### config.mk
export PLATFORM = sky130hd
export DESIGN_NAME = instruction_state_count_timing
export DESIGN_NICKNAME = d
export VERILOG_FILES = /design/src/timing_pkg.sv /design/src/cost_if.sv /design/src/cycle_cost_table.sv /design/src/instruction_state_count_timing.sv
export VERILOG_INCLUDE_DIRS = /design/src
export SDC_FILE = /design/constraint.sdc
export NUM_CORES = 1
export LEC_CHECK = 0
export BUFFER_PORTS_ARGS = -buffer_cell sky130_fd_sc_hd__buf_4
export CAP_MARGIN = 15
export CORE_MARGIN = 8
export CORE_UTILIZATION = 56
export DETAILED_ROUTE_END_ITERATION = 7
export PLACE_DENSITY_LB_ADDON = 0.15
export SYNTH_ARGS = -nofsm -noshare
export SYNTH_HDL_FRONTEND = slang
export SYNTH_SLANG_ARGS = --single-unit
### constraint.sdc
create_clock -name clock -period 4.4 [get_ports clock]
set_clock_uncertainty 0.1 [all_clocks]
set_input_delay 0.88 -clock clock [delete_from_list [all_inputs] [get_ports clock]]
set_output_delay 0.88 -clock clock [all_outputs]
set_load 0.1 [all_outputs]
### src/timing_params.svh
`ifndef TIMING_PARAMS_SVH
`define TIMING_PARAMS_SVH

// ********************************************
// Per-cycle state costs by access location
// ********************************************
`define COST_FETCH_ONCHIP 2
`define COST_FETCH_REGFIELD 6
`define COST_FETCH_EXT_BASE 6
`define COST_BYTE_ONCHIP 2
`define COST_BYTE_REGFIELD 3
`define COST_BYTE_EXT_BASE 3
`define COST_WORD_ONCHIP 2
`define COST_WORD_REGFIELD 6
`define COST_WORD_EXT_BASE 6
`define COST_INTERNAL 1

// ********************************************
// Cycle counts per instruction class
// ********************************************
`define CNT_FETCH_SHORT 1
`define CNT_FETCH_LONG 2
`define CNT_BYTE_TEST 1
`define CNT_BYTE_RMW 2

// ********************************************
// Default widths
// ********************************************
`define DEFAULT_WAIT_W 3
`define DEFAULT_COUNT_W 8

`endif

### src/timing_pkg.sv
package timing_pkg;

  // ********************************************
  // Types
  // ********************************************

  // Where a bus cycle lands.
  typedef enum logic [1:0] {
    LOC_ONCHIP_MEM = 2'h0,
    LOC_REG_FIELD = 2'h1,
    LOC_EXTERNAL = 2'h2
  } access_loc_t;

  // Instruction classes whose cycle mix is known to this block.
  typedef enum logic [2:0] {
    CLS_ALU_REG = 3'h0,
    CLS_BRANCH_REL8 = 3'h1,
    CLS_BIT_AND_REG = 3'h2,
    CLS_BIT_AND_MEM = 3'h3,
    CLS_BIT_CLEAR_REG = 3'h4,
    CLS_BIT_CLEAR_MEM = 3'h5
  } instr_class_t;

  // Number of cycles of each type in one instruction.
  typedef struct packed {
    logic [1:0] fetch;
    logic [1:0] branchRead;
    logic [1:0] stack;
    logic [1:0] byteAccess;
    logic [1:0] wordAccess;
    logic [1:0] internalOp;
  } cycle_counts_t;

  // Sequencer states.
  typedef enum logic [3:0] {
    ST_IDLE = 4'b0001,
    ST_LOOKUP = 4'b0010,
    ST_SUM = 4'b0100,
    ST_RUN = 4'b1000
  } seq_state_t;

endpackage

### src/cost_if.sv
`timescale 1ns/1ps
`default_nettype none

// Carries access locations in and per-cycle costs out of the cost table.
interface cost_if import timing_pkg::*; #(
  parameter int WAIT_W = 3,
  parameter int COUNT_W = 8
);
  access_loc_t fetchLoc;
  access_loc_t stackLoc;
  access_loc_t dataLoc;
  logic [WAIT_W-1:0] waitStates;
  logic [COUNT_W-1:0] fetchCost;
  logic [COUNT_W-1:0] branchCost;
  logic [COUNT_W-1:0] stackCost;
  logic [COUNT_W-1:0] byteCost;
  logic [COUNT_W-1:0] wordCost;
  logic [COUNT_W-1:0] internalCost;

  modport table_side (
    input fetchLoc, stackLoc, dataLoc, waitStates,
    output fetchCost, branchCost, stackCost, byteCost, wordCost, internalCost
  );
  modport user_side (
    output fetchLoc, stackLoc, dataLoc, waitStates,
    input fetchCost, branchCost, stackCost, byteCost, wordCost, internalCost
  );
endinterface

`default_nettype wire

### src/cycle_cost_table.sv
`timescale 1ns/1ps
`default_nettype none
`include "timing_params.svh"

module cycle_cost_table import timing_pkg::*; #(
  parameter int WAIT_W = `DEFAULT_WAIT_W,
  parameter int COUNT_W = `DEFAULT_COUNT_W
) (
  // Clock and reset.
  input wire logic clock,
  input wire logic rstn,
  // Locations in, costs out.
  cost_if.table_side costs
);

  // ********************************************
  // Cost of one cycle
  // ********************************************

  // External cost is base plus m, or base plus 2m for fetch-sized cycles.
  function automatic logic [COUNT_W-1:0] costOf(input access_loc_t loc, input logic [WAIT_W-1:0] m,
                                                input int onchip, input int regField,
                                                input int extBase, input logic doubled);
    logic [COUNT_W-1:0] waitPart;
    waitPart = doubled ? COUNT_W'({m, 1'b0}) : COUNT_W'(m);
    unique case (loc)
      LOC_ONCHIP_MEM: costOf = COUNT_W'(onchip);
      LOC_REG_FIELD: costOf = COUNT_W'(regField);
      LOC_EXTERNAL: costOf = COUNT_W'(extBase) + waitPart;
      default: costOf = COUNT_W'(extBase) + waitPart; // Unused code treated as slowest.
    endcase
  endfunction

  logic [COUNT_W-1:0] next_fetchCost;
  logic [COUNT_W-1:0] next_stackCost;
  logic [COUNT_W-1:0] next_byteCost;
  logic [COUNT_W-1:0] next_wordCost;

  // Next costs from the current locations and wait count.
  always_comb begin
    next_fetchCost = costOf(costs.fetchLoc, costs.waitStates, `COST_FETCH_ONCHIP,
                            `COST_FETCH_REGFIELD, `COST_FETCH_EXT_BASE, 1'b1);
    // Stack cycles cost what a fetch to the same place costs.
    next_stackCost = costOf(costs.stackLoc, costs.waitStates, `COST_FETCH_ONCHIP,
                            `COST_FETCH_REGFIELD, `COST_FETCH_EXT_BASE, 1'b1);
    next_byteCost = costOf(costs.dataLoc, costs.waitStates, `COST_BYTE_ONCHIP,
                           `COST_BYTE_REGFIELD, `COST_BYTE_EXT_BASE, 1'b0);
    next_wordCost = costOf(costs.dataLoc, costs.waitStates, `COST_WORD_ONCHIP,
                           `COST_WORD_REGFIELD, `COST_WORD_EXT_BASE, 1'b1);
  end

  // Registered so the adder tree in the sequencer sees stable operands.
  always_ff @(posedge clock or negedge rstn) begin
    if (!rstn) begin
      costs.fetchCost <= '0;
      costs.branchCost <= '0;
      costs.stackCost <= '0;
      costs.byteCost <= '0;
      costs.wordCost <= '0;
      costs.internalCost <= '0;
    end else begin
      costs.fetchCost <= next_fetchCost;
      costs.branchCost <= next_fetchCost; // Vector reads go where fetches go.
      costs.stackCost <= next_stackCost;
      costs.byteCost <= next_byteCost;
      costs.wordCost <= next_wordCost;
      costs.internalCost <= COUNT_W'(`COST_INTERNAL); // No bus, so no location or wait.
    end
  end

endmodule // cycle_cost_table

`default_nettype wire

### src/instruction_state_count_timing.sv
`timescale 1ns/1ps
`default_nettype none
`include "timing_params.svh"

module instruction_state_count_timing import timing_pkg::*; #(
  parameter int WAIT_W = `DEFAULT_WAIT_W,
  parameter int COUNT_W = `DEFAULT_COUNT_W
) (
  // Clock and reset.
  input wire logic clock,
  input wire logic rstn,
  // Instruction request.
  input wire logic start,
  input wire instr_class_t instrClass,
  input wire access_loc_t fetchLoc,
  input wire access_loc_t stackLoc,
  input wire access_loc_t dataLoc,
  input wire logic [WAIT_W-1:0] waitStates,
  // Execution status.
  output logic busy,
  output logic done,
  output logic illegalClass,
  output logic [COUNT_W-1:0] totalStates,
  output logic [COUNT_W-1:0] statesLeft
);

  // ********************************************
  // Elaboration checks
  // ********************************************

  // Worst case is two fetches and two byte accesses at the largest wait count.
  localparam int WORST = 2 * (`COST_FETCH_EXT_BASE + 2 * ((1 << WAIT_W) - 1))
                       + 2 * (`COST_BYTE_EXT_BASE + ((1 << WAIT_W) - 1));
  if (WAIT_W < 1 || WAIT_W > 8) begin : g_bad_wait
    $error("WAIT_W must lie between 1 and 8");
  end
  if (COUNT_W > 16 || WORST >= (1 << COUNT_W)) begin : g_bad_count
    $error("COUNT_W cannot hold the worst-case state total");
  end

  // ********************************************
  // Cycle mix per class
  // ********************************************

  // Illegal codes return all zeros; the caller flags them.
  function automatic cycle_counts_t countsOf(input instr_class_t cls);
    countsOf = '0;
    unique case (cls)
      CLS_ALU_REG: countsOf.fetch = 2'(`CNT_FETCH_SHORT);
      CLS_BRANCH_REL8: countsOf.fetch = 2'(`CNT_FETCH_LONG); // Taken or not.
      CLS_BIT_AND_REG, CLS_BIT_CLEAR_REG: countsOf.fetch = 2'(`CNT_FETCH_SHORT);
      CLS_BIT_AND_MEM: begin
        countsOf.fetch = 2'(`CNT_FETCH_LONG);
        countsOf.byteAccess = 2'(`CNT_BYTE_TEST);
      end
      CLS_BIT_CLEAR_MEM: begin
        countsOf.fetch = 2'(`CNT_FETCH_LONG);
        countsOf.byteAccess = 2'(`CNT_BYTE_RMW); // Read then write back.
      end
      default: countsOf = '0;
    endcase
  endfunction

  // One term of the weighted sum.
  function automatic logic [COUNT_W-1:0] weigh(input logic [1:0] count, input logic [COUNT_W-1:0] cost);
    logic [COUNT_W+1:0] product;
    product = {{COUNT_W{1'b0}}, count} * {2'b00, cost};
    weigh = product[COUNT_W-1:0];
  endfunction

  function automatic logic isKnown(input instr_class_t cls);
    unique case (cls)
      CLS_ALU_REG, CLS_BRANCH_REL8, CLS_BIT_AND_REG, CLS_BIT_AND_MEM,
      CLS_BIT_CLEAR_REG, CLS_BIT_CLEAR_MEM: isKnown = 1'b1;
      default: isKnown = 1'b0;
    endcase
  endfunction

  // ********************************************
  // Cost table
  // ********************************************

  cost_if #(.WAIT_W(WAIT_W), .COUNT_W(COUNT_W)) costs ();

  cycle_cost_table #(.WAIT_W(WAIT_W), .COUNT_W(COUNT_W)) u_cost_table (
    .clock(clock),
    .rstn(rstn),
    .costs(costs)
  );

  // ********************************************
  // Sequencer
  // ********************************************

  seq_state_t state, next_state;
  cycle_counts_t counts, next_counts;
  access_loc_t fetchLocHeld, next_fetchLocHeld;
  access_loc_t stackLocHeld, next_stackLocHeld;
  access_loc_t dataLocHeld, next_dataLocHeld;
  logic [WAIT_W-1:0] waitHeld, next_waitHeld;
  logic next_busy;
  logic next_done;
  logic next_illegalClass;
  logic [COUNT_W-1:0] next_totalStates;
  logic [COUNT_W-1:0] next_statesLeft;
  logic [COUNT_W-1:0] weightedSum;

  // Held request feeds the table so a changing input cannot skew the costs.
  assign costs.fetchLoc = fetchLocHeld;
  assign costs.stackLoc = stackLocHeld;
  assign costs.dataLoc = dataLocHeld;
  assign costs.waitStates = waitHeld;

  // Execution states as the sum of every count weighted by its cost.
  assign weightedSum = weigh(counts.fetch, costs.fetchCost)
                     + weigh(counts.branchRead, costs.branchCost)
                     + weigh(counts.stack, costs.stackCost)
                     + weigh(counts.byteAccess, costs.byteCost)
                     + weigh(counts.wordAccess, costs.wordCost)
                     + weigh(counts.internalOp, costs.internalCost);

  // Next-state logic; a start while busy is ignored.
  always_comb begin
    next_state = state;
    next_counts = counts;
    next_fetchLocHeld = fetchLocHeld;
    next_stackLocHeld = stackLocHeld;
    next_dataLocHeld = dataLocHeld;
    next_waitHeld = waitHeld;
    next_busy = busy;
    next_done = 1'b0;
    next_illegalClass = illegalClass;
    next_totalStates = totalStates;
    next_statesLeft = statesLeft;
    unique case (state)
      ST_IDLE: begin
        if (start) begin
          next_illegalClass = !isKnown(instrClass);
          if (isKnown(instrClass)) begin
            next_counts = countsOf(instrClass);
            next_fetchLocHeld = fetchLoc;
            next_stackLocHeld = stackLoc;
            next_dataLocHeld = dataLoc;
            next_waitHeld = waitStates;
            next_busy = 1'b1;
            next_state = ST_LOOKUP;
          end else begin
            next_totalStates = '0;
            next_done = 1'b1;
          end
        end
      end
      ST_LOOKUP: begin
        next_state = ST_SUM;
      end
      ST_SUM: begin
        next_totalStates = weightedSum;
        next_statesLeft = weightedSum;
        next_state = ST_RUN;
      end
      ST_RUN: begin
        // One clock is spent per state; the last one raises done.
        next_statesLeft = statesLeft - COUNT_W'(1);
        if (statesLeft == COUNT_W'(1)) begin
          next_busy = 1'b0;
          next_done = 1'b1;
          next_state = ST_IDLE;
        end
      end
      default: begin
        next_state = ST_IDLE;
        next_busy = 1'b0;
      end
    endcase
  end

  // Registers only.
  always_ff @(posedge clock or negedge rstn) begin
    if (!rstn) begin
      state <= ST_IDLE;
      counts <= '0;
      fetchLocHeld <= LOC_ONCHIP_MEM;
      stackLocHeld <= LOC_ONCHIP_MEM;
      dataLocHeld <= LOC_ONCHIP_MEM;
      waitHeld <= '0;
      busy <= 1'b0;
      done <= 1'b0;
      illegalClass <= 1'b0;
      totalStates <= '0;
      statesLeft <= '0;
    end else begin
      state <= next_state;
      counts <= next_counts;
      fetchLocHeld <= next_fetchLocHeld;
      stackLocHeld <= next_stackLocHeld;
      dataLocHeld <= next_dataLocHeld;
      waitHeld <= next_waitHeld;
      busy <= next_busy;
      done <= next_done;
      illegalClass <= next_illegalClass;
      totalStates <= next_totalStates;
      statesLeft <= next_statesLeft;
    end
  end

endmodule // instruction_state_count_timing

`default_nettype wire

* Word-level counts from Yosys, hierarchy flattened
Cells that the tools add are included.
** Storage, ports and cells
- Input bits :: 15
- Word-level logic and storage cells :: 74
- Output and inout bits :: 19
- Flip-flop bits (word level) :: 50
** Operators by class
- Reduce and logical (&&, ||, !) cells :: 15
- Bitwise gates (word level) :: 1
- Mux-type cells :: 23
- Equal/unequal tests :: 16
- $add $sub $neg :: 4
- Multipliers :: 2
** Operator list (number)
- 8-bit one-hot mux with 2 select lines :: 4
- 2-bit by 8-bit multiplier with 8-bit output :: 2
- 8-bit 2-to-1 mux :: 2
- 4-bit one-hot mux with 4 select lines :: 1
- 4-bit 2-to-1 mux :: 3
- 1-bit 2-to-1 mux :: 9
- 3-bit AND reduction :: 3
- 8-bit adder :: 1
- 8-bit by 1-bit == test with 1-bit output, second input constant :: 1
- 2-bit inequality test, second input constant :: 4
- 2-bit one-hot mux with 2 select lines :: 2
- 8-bit by 1-bit subtractor with 8-bit output, second input constant :: 1
- 3-bit by 2-bit == test with 1-bit output, second input constant :: 2
- 3-bit == test, second input constant :: 2
- 3-bit OR reduction :: 2
- 6-bit OR reduction :: 1
- 3-bit by 4-bit adder with 5-bit output, first input constant :: 1
- 2-bit by 3-bit adder with 4-bit output, first input constant :: 1
- 2-bit by 1-bit == test with 1-bit output, second input constant :: 2
- 4-bit by 1-bit == test with 1-bit output, second input constant :: 1
- 4-bit by 2-bit == test with 1-bit output, second input constant :: 1
- 4-bit by 3-bit == test with 1-bit output, second input constant :: 1
- 4-bit == test, second input constant :: 1
- 2-bit logical NOT :: 2
- other kinds (10) :: 11

* Longest topological paths before layout
Gate-level depths: netlist (run 1).
- Word-level depth :: 8
- Mapped depth :: 10
- Mapped depth without buffers :: 10

* Hierarchy
Synthesis (run 1) repeated with hierarchy kept, for this count alone.
** Unflattened totals
- Cells, all modules :: 321
- Area total of the unflattened synthesis :: 3039.2 um^2
** Modules (own cells, without submodules)
- instruction_state_count_timing :: times used 1, sequential area each 902.1 um^2, cells an instance 249, area an instance 2279.7 um^2
- cycle_cost_table :: times used 1, sequential area each 375.4 um^2, cells an instance 72, area an instance 759.5 um^2

* Worst setup path after synthesis (run 1)
Ideal clock, no wire load.
- Path kind :: register to register
- Start point :: register counts[5] in the netlist's numbering
- End point :: register totalStates[6]
- Data required time :: 4180 ps
- Clock period less this slack :: 3116 ps
- Setup slack :: 1284 ps
- Path buffers :: 0
- Cell stages (with the launch flop) :: 11
- Arrival time :: 2896 ps
- Library setup time :: 120 ps
- Cell sequence :: dfrtp_1 -> and2_1 -> fa_1 -> inv_1 -> fa_1 -> inv_1 -> fa_1 -> a21o_1 -> a21oi_1 -> mux2i_1 -> a21bo_2
** Between the ends
- Cells in the longest elaborated chain, start to end :: 3
** Ends and longest elaborated chain
- start, declared :: RTL line instruction_state_count_timing.sv:96 : cycle_counts_t counts, next_counts;
- start signal, assigned :: RTL line instruction_state_count_timing.sv:193 : counts <= next_counts;
- 2-bit by 8-bit multiplier with 8-bit output :: RTL line instruction_state_count_timing.sv:67 : product = {{COUNT_W{1'b0}}, count} * {2'b00, cost};
- 8-bit adder :: RTL line instruction_state_count_timing.sv:118 : + weigh(counts.byteAccess, costs.byteCost)
- 8-bit one-hot mux with 2 select lines :: RTL line instruction_state_count_timing.sv:135 : unique case (state)
- end signal, assigned :: RTL line instruction_state_count_timing.sv:201 : totalStates <= next_totalStates;
- end, declared :: RTL line instruction_state_count_timing.sv:23 : output logic [COUNT_W-1:0] totalStates,
Every way passes these cells.
A chain may end at the register's enable or synchronous reset.

* Worst setup path after layout (run 1)
Ends and elaborated chain as after synthesis.

==> metrics.cfg, run 1 <==
[cells_and_area]
antennaDiodeCount = 0
layout_commonest_cell = dfrtp_1
layout.area.seq_mm2 = 0.00105
layout_common_cells = dfrtp_1, buf_4, nand2_1
utilization_pct = 69.7
drive_gt1_share_pct = 21.8
multi_input_comb_area_mm2 = 0.00105
instances_no_fill = 286
fin_nets = 269
syn2layout_area_growth_pct = 18.7
nFillCells = 293

[sta]
min_period_over_period_pct = 78.1
whs_ns = 0.357
tightest_slew_ns = 0.850
hold_violations = 0
min_period_ns = 3.43
max_slew_margin_pct = 43.2
rsz0062_at_grt = false
finalSetupViolCount = 0
tns_ns = 0
drv_slew = 0
fmax_mhz = 291

[outcome]
outcome = finished, final reports clean

[critical_path]
worst_r2r_endpoint = totalStates[6]$_DFFE_PN0P_
crit_path_end_kind = register
slowest_delay_ns = 0.55
r2r_slack_ns = 0.97
worst-path-buf-inv = 2
cpLargestDelayFamily = adder cells
cp_max_fo = 5
critPathKind = reg -> reg
reg2regPathDepth = 10
startpoint_type = register
path_cells = and2_1 -> fa_1 -> inv_1 -> fa_1 -> inv_1 -> fa_1 -> a21o_1 -> a21oi_1 -> mux2i_1 -> a21bo_2
crit_path_frequent_cell = fa_1
required_ns = 4.48
worstPathArrival_ns = 3.51
r2r-start = counts[5]$_DFFE_PN0P_
cp_slowest_cell = fa_1

[global_routing]
grt_pass1_wl_mm = 8.13
grt_pass1_vias = 1804
overflow = 0
grt_max_degree = 43
grt_usage_pct = 16.3
antenna_found_initial = 0

[logic_synthesis]
yosysSeqAreaShare_pct = 48.6
syn_nets = 232
netlist_area_mm2 = 0.00217
ys_warn_count = 0
syn_avg_cell_area_um2 = 10.8
ys_seq_elements = 42
synth_top_flop_cell = dfrtp_1
yosysUniqueCellTypes = 42
synth_edf_count = 0
synth-async-reset-ratio_pct = 100
syn_inst = 200

[min_path]
hold_path_class = reg -> reg
hold-path-endpoint = u_cost_table.costs.byteCost[1]$_DFF_PN0_
min_path_cells = 1
worstHoldStart = costs.dataLoc[1]$_DFFE_PN0P_

[clocking]
cts_num_sinks = 42
clkTransAtPathRegs_ns = 0.08
cts_setup_buffers = 0
clockBufferDepth = 2
cts-htree-levels = 2
numCtsBuffers = 5
cts-root-buf = clkbuf_8
clock_latency_ns = 0.28
holdBufCountCts = 0
tritoncts = built
ctsResizeCount = 0

[detailed_routing]
drt_iter0_drc = 101
drc = 0
num_vias = 1649
wl_per_cell_um = 15.9
ant_nets = 0
drt_pre_antenna_iters = 4
routed_wl_mm = 4.55
vias_per_cell = 5.77

[floorplanning]
start_util_pct = 58.8
io_pins = 34
core_mm2 = 0.00369
die_h_um = 78.2
die_area_mm2 = 0.00612
die_x_um = 78.2
rows = 22

[placement]
gp_congestion = 0.800
dpl.hpwl_mm = 3.60
place_inst = 278
portBuffers = 31

[flow_run]
max_cap_violations = 0

-- cell families after synthesis --
| logic type | synth area share (%) |
|---|---|
| XOR/XNOR | 1.21 |
| AO/OA/AOI/OAI | 13.5 |
| buffers and inverters | 3.29 |
| multiplexers | 3.00 |
| AND/OR/NAND/NOR | 18.6 |
| flip-flops | 48.6 |
| adder cells (fa/ha/maj) | 11.9 |
-- state kept, by name, summed over array words and instances (netlist names) --
signal	flops
busy	1
costs.dataLoc	2
costs.fetchLoc	2
costs.waitStates	3
counts	4
done	1
illegalClass	1
state	4
statesLeft	8
totalStates	8
u_cost_table.costs.byteCost	4
u_cost_table.costs.fetchCost	4
-- worst register-to-register path: cells and delay by family, from the launching register on --
family / cells / cell delay, ns
adder cells (fa/ha/maj): 3 / 1.56
AO/OA/AOI/OAI: 3 / 0.66
flip-flops: 1 / 0.42
multiplexers: 1 / 0.31
AND/OR/NAND/NOR: 1 / 0.17
buffers and inverters: 2 / 0.13
-- stage by stage --
step,instance area (µm²),worst slack [ns]
global route,2570,0.825
CTS,2570,0.966
global placement,2470,1.11
detailed placement,2470,0.975
finish,2570,0.966
floorplan,2170,1.28
-- area by class of cell --
type | instances | area share [%]
multi-input cells | 139 | 40.8
clock inverters | 1 | 1.17
flip-flops and latches | 42 | 40.9
inverters | 17 | 2.48
clock buffers | 7 | 2.97
well taps | 48 | 2.33
repair buffers | 32 | 9.34
-- metal layers --
layer	vias to the layer above	track usage [%]	share of wire, %
met5	-	0	0
met4	0	4.81	1.5
met3	6	5.35	5.8
met2	51	28.6	51
met1	809	18.3	41
li1	783	-	-
-- how the worst max path moves through the flow --
stage / start / to / slack (ns) / cells past startpoint
2_1_floorplan: counts[5]$_DFFE_PN0P_ / totalStates[6]$_DFFE_PN0P_ / 1.28 / 10
3_3_place_gp: counts[5]$_DFFE_PN0P_ / totalStates[6]$_DFFE_PN0P_ / 1.11 / 10
3_5_place_dp: counts[5]$_DFFE_PN0P_ / totalStates[6]$_DFFE_PN0P_ / 0.98 / 10
4_1_cts: counts[4]$_DFFE_PN0P_ / totalStates[6]$_DFFE_PN0P_ / 0.97 / 10
5_1_grt: counts[5]$_DFFE_PN0P_ / totalStates[6]$_DFFE_PN0P_ / 0.82 / 10
6_report: counts[5]$_DFFE_PN0P_ / totalStates[6]$_DFFE_PN0P_ / 0.97 / 10
-- cells in the mapped netlist (3+ instances only) --
library cell	instances	share of area, %
nand2_1	26	4.5
o211ai_1	3	1.0
nor2_1	9	1.6
and2_1	13	3.8
nand3_1	10	2.3
fa_1	6	5.5
o21ai_0	10	2.3
a22o_1	5	2.0
dfrtp_1	41	47
mux2_2	3	1.6
a21bo_2	3	1.4
nor4b_1	3	1.2
ha_1	11	6.4
inv_1	17	2.9
a21oi_1	3	0.69
Power of run 1 is not shown: default switching activity piles up to over one toggle a cycle in this logic, so the estimate is an artifact.
==> run 2: changes to the inputs <==
--- a/config.mk
+++ b/config.mk
@@ -6,10 +6,11 @@
 export SDC_FILE = /design/constraint.sdc
 export NUM_CORES = 1
 export LEC_CHECK = 0
+export ABC_AREA = 1
 export BUFFER_PORTS_ARGS = -buffer_cell sky130_fd_sc_hd__buf_4
 export CAP_MARGIN = 15
 export CORE_MARGIN = 8
-export CORE_UTILIZATION = 56
+export CORE_UTILIZATION = 57
 export DETAILED_ROUTE_END_ITERATION = 7
 export PLACE_DENSITY_LB_ADDON = 0.15
 export SYNTH_ARGS = -nofsm -noshare
==> constraint.sdc (replaced) <==
create_clock -name clock -period 3.6 [get_ports clock]
set_clock_uncertainty 0.1 [all_clocks]
set_input_delay 0.72 -clock clock [delete_from_list [all_inputs] [get_ports clock]]
set_output_delay 0.72 -clock clock [all_outputs]
set_load 0.1 [all_outputs]
==> run 2 against run 1 <==
Die area increased by 5.0%. Sequential share of layout area fell by 2.4 points. Register-to-register slack got worse by 0.30 ns. Flip-flop and latch count stayed put. First-iteration DRC count grew 30%. Area after synthesis grew 8.3%. Clock-buffer cell count is the same.
==> metrics.cfg, run 2 <==
[sta]
drv_slew = 0  ; unchanged
finalSetupViolCount = 0  ; unchanged
tns_ns = 0  ; unchanged
fmax_mhz = 341  ; +17%
min_period_over_period_pct = 81.5  ; +3.5 points
tightest_slew_ns = 0.528  ; -0.322 ns
max_slew_margin_pct = 64.8  ; +22 points
hold_violations = 0  ; unchanged
min_period_ns = 2.93  ; -0.500 ns
rsz0062_at_grt = false

[floorplanning]
die_h_um = 80.2  ; +2.5%
io_pins = 34  ; unchanged
die_x_um = 80.2  ; +2.5%
die_area_mm2 = 0.00642  ; +5.0%
rows = 23  ; +4.5%
core_mm2 = 0.00397  ; +7.7%
start_util_pct = 59.1  ; +0.32 points

[clocking]
cts-root-buf = clkbuf_8
clkTransAtPathRegs_ns = 0.08  ; about the same
numCtsBuffers = 5  ; unchanged
cts_setup_buffers = 0  ; unchanged
clock_latency_ns = 0.29  ; about the same
clockBufferDepth = 2  ; unchanged
ctsResizeCount = 0  ; unchanged
cts-htree-levels = 2  ; unchanged
tritoncts = built
cts_num_sinks = 42  ; unchanged
holdBufCountCts = 0  ; unchanged

[cells_and_area]
layout.area.seq_mm2 = 0.00105  ; unchanged
instances_no_fill = 375  ; +31%
multi_input_comb_area_mm2 = 0.00110  ; +4.4%
syn2layout_area_growth_pct = 16.6
largestRegisters = statesLeft: 8 flops, totalStates: 8 flops
fin_nets = 356  ; +32%
drive_gt1_share_pct = 15.7  ; -6.2 points
layout_common_cells = nand2_1, inv_1, dfrtp_1
nFillCells = 336  ; +15%
antennaDiodeCount = 0  ; unchanged
layout_commonest_cell = nand2_1

[power_and_ir_drop]
vdd_drop_max_v = 0.000645
power_density_mw_per_mm2 = 929
cellLeakagePower_nw = 1.60
power_w = 0.00254

[detailed_routing]
drc = 0  ; unchanged
vias_per_cell = 4.99  ; -14%
wl_met3_um = 235  ; -10%
drt_pre_antenna_iters = 4  ; unchanged
top_layer_used = met4
routed_wl_mm = 4.65  ; +2.2%
drt_iter0_drc = 131  ; +30%
ant_nets = 0  ; unchanged
dr_wl_met2_mm = 2.25  ; -3.9%
num_vias = 1870  ; +13%
wl_met1_mm = 2.11  ; +12%
wl_per_cell_um = 12.4  ; -22%

[logic_synthesis]
synth_top_flop_cell = dfrtp_1
netlist.area_leader.share_pct = 43.7  ; -3.6 points
synth-async-reset-ratio_pct = 100  ; unchanged
ys_seq_elements = 42  ; unchanged
yosys-top-cells-area = dfrtp_1, nand2_1, inv_1
yosys.area.top_type = dfrtp_1
ys_warn_count = 0  ; unchanged
yosysUniqueCellTypes = 28  ; -33%
yosysSeqAreaShare_pct = 44.9  ; -3.7 points
syn_nets = 320  ; +38%
syn_avg_cell_area_um2 = 8.15  ; -25%
synth_edf_count = 0  ; unchanged
netlist_area_mm2 = 0.00235  ; +8.3%
synth_most_common_cell = nand2_1
syn_inst = 288  ; +44%
synthTopCellsByCount = nand2_1, inv_1, dfrtp_1

[placement]
portBuffers = 31  ; unchanged
dpl.hpwl_mm = 3.56  ; -1.1%
gp_congestion = 0.866  ; +8.2%
place_inst = 367  ; +32%

[flow_run]
max_cap_violations = 0  ; unchanged

[critical_path]
cp_max_fo = 5  ; unchanged
r2r-start = counts[5]$_DFFE_PN0P_
crit_path_end_kind = register
critPathKind = reg -> reg
worstPathArrival_ns = 3.01  ; -0.50 ns
r2r_slack_ns = 0.67  ; -0.30 ns
startpoint_type = register
crit_path_start = counts[5]$_DFFE_PN0P_
required_ns = 3.68  ; -0.80 ns

[global_routing]
grt_max_degree = 43  ; unchanged
grt_pass1_vias = 1839  ; +1.9%
grt_pass1_wl_mm = 8.22  ; +1.1%
antenna_found_initial = 0  ; unchanged
overflow = 0  ; unchanged
grt_usage_pct = 16.1  ; -0.14 points

[min_path]
hold_path_class = in -> async

[outcome]
outcome = finished, final reports clean

-- run 2: report_power, final --
part | internal [W] | switching [W]
Clock | 0.000226 | 0.000161
Combinational | 0.000369 | 0.000995
Sequential | 0.000646 | 0.000142
Total | 0.00124 | 0.00130
-- run 2: routing by layer --
metal	vias to the layer above	global-route usage [%]
met5	-	0
met4	0	5.45
met3	6	5.25
met2	41	27.2
li1	959	-
met1	864	18.8
-- run 2: path summary, 6_finish.rpt --
| check | to | depth (start not counted) |
|---|---|---|
| max reg2reg | statesLeft[6]$_DFFE_PN0P_ | 10 |
| min | totalStates[5]$_DFFE_PN0P_ | 1 |
| min in group clock | u_cost_table.costs.fetchCost[1]$_DFF_PN0_ | 1 |
| min reg2reg | u_cost_table.costs.fetchCost[1]$_DFF_PN0_ | 1 |
| max | statesLeft[6]$_DFFE_PN0P_ | 10 |
| max in group asynchronous | state[0]$_DFFE_PN1P_ | 1 |
-- run 2: cell type report --
cell class | count | share of cell area (%)
flip-flops and latches | 42 | 38.5
clock buffers | 7 | 3.16
well taps | 50 | 2.29
inverters | 46 | 6.40
repair buffers | 31 | 8.51
clock inverters | 1 | 1.10
multi-input cells | 198 | 40.1
-- run 2: critical path, stage by stage (launching register included) --
cell	delay, ns
dfrtp_1	0.44
nand2_1	0.10
fa_1	0.54
inv_1	0.06
fa_1	0.47
ha_1	0.26
fa_1	0.43
nand3_1	0.13
nand3b_1	0.08
nand3_1	0.13
nand3_1	0.09
-- run 2: metrics by stage --
step | utilization (%) | area, µm² | hold WS [ns] | setup WS, ns
6_report | 68.9 | 2740 | 0.292 | 0.666
2_1_floorplan | - | 2350 | 0.306 | 0.904
3_3_place_gp | 65.9 | 2620 | 0.311 | 0.735
3_5_place_dp | 65.9 | 2620 | 0.318 | 0.645
5_1_grt | 68.9 | 2740 | 0.326 | 0.502
4_1_cts | 68.9 | 2740 | 0.319 | 0.642
-- run 2: kinds of logic (layout without fill, tap and decap cells) --
kind of cell | count (synthesis) | after routing | synth area share (%)
simple gates | 157 | 157 | 29.4
buf+inv | 48 | 85 | 8.43
flops | 42 | 42 | 44.9
compound gates | 19 | 19 | 4.43
fa+ha+maj | 17 | 17 | 11.0
xor+xnor | 5 | 5 | 1.87
Power figures use the tool's default switching activity.
==> run 3: changes to the inputs <==
==> constraint.sdc (replaced) <==
create_clock -name clock -period 2.96 [get_ports clock]
set_clock_uncertainty 0.1 [all_clocks]
set_input_delay 0.592 -clock clock [delete_from_list [all_inputs] [get_ports clock]]
set_output_delay 0.592 -clock clock [all_outputs]
set_load 0.1 [all_outputs]
==> run 3 against run 2 <==
Global-route usage is 0.30 points higher. Worst hold slack worse by 0.14 ns. Setup slack worse by 0.53 ns. Non-clock buffer count is 2 higher. Design area is 0.55% higher. Total power is 22% higher. Largest power group unchanged. Final cell count is 0.53% higher. Register-to-register slack worse by 0.53 ns. Clock-buffer cell count is 2 lower. Wire length is 0.75% lower. First-iteration DRC count is 28% lower. Largest cell class unchanged.
==> metrics.cfg, run 3 (same netlist as run 2, synthesis figures left out) <==
[cells_and_area]
utilization_pct = 69.3  ; +0.38 points
drive_gt1_share_pct = 16.8  ; +1.1 points
largestRegisters = statesLeft: 8 flops, totalStates: 8 flops
layout_commonest_cell = nand2_1
layout_common_cells = nand2_1, inv_1, dfrtp_1
antennaDiodeCount = 0  ; unchanged
fin_nets = 358  ; +0.56%
instances_no_fill = 377  ; +0.53%
syn2layout_area_growth_pct = 17.2

[critical_path]
path_cells = nand2_1 -> fa_1 -> inv_1 -> fa_1 -> ha_1 -> fa_2 -> nand3_1 -> nand3b_1 -> nand3_1 -> nand3_1
crit_path_end_kind = register
worst-path-buf-inv = 1  ; unchanged
required_ns = 3.05  ; -0.63 ns
slowest_delay_ns = 0.54  ; about the same
startpoint_type = register
r2r_slack_ns = 0.13  ; -0.53 ns
critPathKind = reg -> reg
cpLargestDelayFamily = adder cells
worstPathArrival_ns = 2.91  ; -0.10 ns
crit_path_frequent_cell = nand3_1
cp_slowest_cell = fa_1
cp_max_fo = 5  ; unchanged

[sta]
max_slew_margin_pct = 65.8  ; +0.97 points
min_period_ns = 2.83  ; -0.109 ns
tightest_slew_ns = 0.513  ; -0.0145 ns
hold_violations = 0  ; unchanged
drv_slew = 0  ; unchanged
whs_ns = 0.156  ; -0.136 ns
rsz0062_at_grt = false
fmax_mhz = 354  ; +3.9%
tns_ns = 0  ; unchanged
finalSetupViolCount = 0  ; unchanged
min_period_over_period_pct = 95.4  ; +14 points
layout_setup_ws_ns = 0.135  ; -0.531 ns

[detailed_routing]
drt_pre_antenna_iters = 4  ; unchanged
wl_per_cell_um = 12.2  ; -1.3%
routed_wl_mm = 4.62  ; -0.75%
drt_iter0_drc = 94  ; -28%
drc = 0  ; unchanged
num_vias = 1896  ; +1.4%
vias_per_cell = 5.03  ; +0.85%
ant_nets = 0  ; unchanged

[power_and_ir_drop]
vdd_drop_max_v = 0.000606  ; -6.1%
power_density_mw_per_mm2 = 1120  ; +21%
seqPwrFrac_pct = 31.1  ; about the same
combPwrFrac_pct = 54.1  ; +0.4 points
cellLeakagePower_nw = 1.60  ; about the same
internal_power_w = 0.00149  ; +20%
switching_power_w = 0.00159  ; +23%
p_sw_share_pct = 51.6  ; +0.47 points
power_frac_clock_pct = 14.8  ; -0.4 points

[clocking]
clkTransAtPathRegs_ns = 0.08  ; about the same
cts-htree-levels = 2  ; unchanged
clockBufferDepth = 2  ; unchanged
numCtsBuffers = 5  ; unchanged
holdBufCountCts = 0  ; unchanged
cts-root-buf = clkbuf_8
clock_latency_ns = 0.30  ; about the same
cts_num_sinks = 42  ; unchanged
tritoncts = built

[global_routing]
grt_pass1_wl_mm = 8.42  ; +2.5%
grt_usage_pct = 16.4  ; +0.30 points
grt_pass1_vias = 1890  ; +2.8%
grt_max_degree = 43  ; unchanged
antenna_found_initial = 0  ; unchanged
overflow = 0  ; unchanged

[floorplanning]
die_h_um = 80.2  ; unchanged
core_mm2 = 0.00397  ; unchanged
die_x_um = 80.2  ; unchanged
start_util_pct = 59.1  ; unchanged
rows = 23  ; unchanged
io_pins = 34  ; unchanged
die_area_mm2 = 0.00642  ; unchanged

[placement]
place_inst = 368  ; +0.27%
preCtsSetupSlack_ns = 0.0563  ; -0.589 ns
gp_congestion = 0.882  ; +1.8%
dpl.hpwl_mm = 3.62  ; +1.7%
portBuffers = 31  ; unchanged

[outcome]
outcome = finished, final reports clean

[min_path]
hold_path_class = in -> async

[flow_run]
max_cap_violations = 0  ; unchanged

run 3: cell types whose count changed in the layout (fill, tap and decap cells not counted), sizes merged:
cell	previous run	this run
buf	31	33
clkbuf	7	5
clkinvlp	0	2
run 3: path summary, 6_finish.rpt:
kind                                               startpoint                                        end  depth (start not counted)
worst max-delay path                    counts[5]$_DFFE_PN0P_                  statesLeft[6]$_DFFE_PN0P_                         10
worst min-delay path                                     rstn                 totalStates[7]$_DFFE_PN0P_                          1
worst max register to register          counts[5]$_DFFE_PN0P_                  statesLeft[6]$_DFFE_PN0P_                         10
worst min register to register  costs.fetchLoc[1]$_DFFE_PN0P_  u_cost_table.costs.fetchCost[1]$_DFF_PN0_                          1
max in group asynchronous                                rstn                       state[0]$_DFFE_PN1P_                          1
min in group clock              costs.fetchLoc[1]$_DFFE_PN0P_  u_cost_table.costs.fetchCost[1]$_DFF_PN0_                          1
run 3: stage by stage:
stage	power [W]	area, µm²
CTS	0.00310	2740
global route	0.00335	2750
finish	0.00309	2750
global placement	0.00259	2630
floorplan	0.00228	2350
detailed placement	0.00263	2630
run 3: timing repair:
| item | CTS | global route |
|---|---|---|
| resized for setup | 0 | 1 |
| setup endpoints to repair | 0 | 3 |
| buffers inserted | 0 | 1 |
run 3: worst reg2reg max path: stages, from the launching register on:
cell and delay [ns]:
dfrtp_1 0.42, nand2_1 0.10, fa_1 0.54, inv_1 0.05, fa_1 0.47, ha_1 0.26, fa_2 0.37, nand3_1 0.11
nand3b_1 0.08, nand3_1 0.13, nand3_1 0.08
run 3: area by class of cell:
class                   instances  area (µm²)
clock buffers                   5        68.8
clock inverters                 3        45.0
fillers                       331        1220
inverters                      46         175
multi-input cells             198        1100
flip-flops and latches         42        1050
well taps                      50        62.6
repair buffers                 33         248
run 3: per-layer routing:
| layer | global-route usage, % | share of wire, % | wire [µm] |
|---|---|---|---|
| met4 | 7.64 | 1.8 | 82 |
| met3 | 5.02 | 6.0 | 276 |
| met5 | 0 | 0 | 0 |
| met1 | 19.4 | 45 | 2060 |
| met2 | 26.7 | 47 | 2190 |
run 3: power by group through the flow:
| stage | clock network [W] | logic [W] | registers, W |
|---|---|---|---|
| 6_report | 0.000458 | 0.00167 | 0.000961 |
| 5_1_grt | 0.000495 | 0.00186 | 0.000994 |
| 4_1_cts | 0.000468 | 0.00167 | 0.000960 |
| 3_5_place_dp | 0 | 0.00166 | 0.000972 |
| 3_3_place_gp | 0 | 0.00163 | 0.000962 |
| 2_1_floorplan | 0 | 0.000766 | 0.00151 |
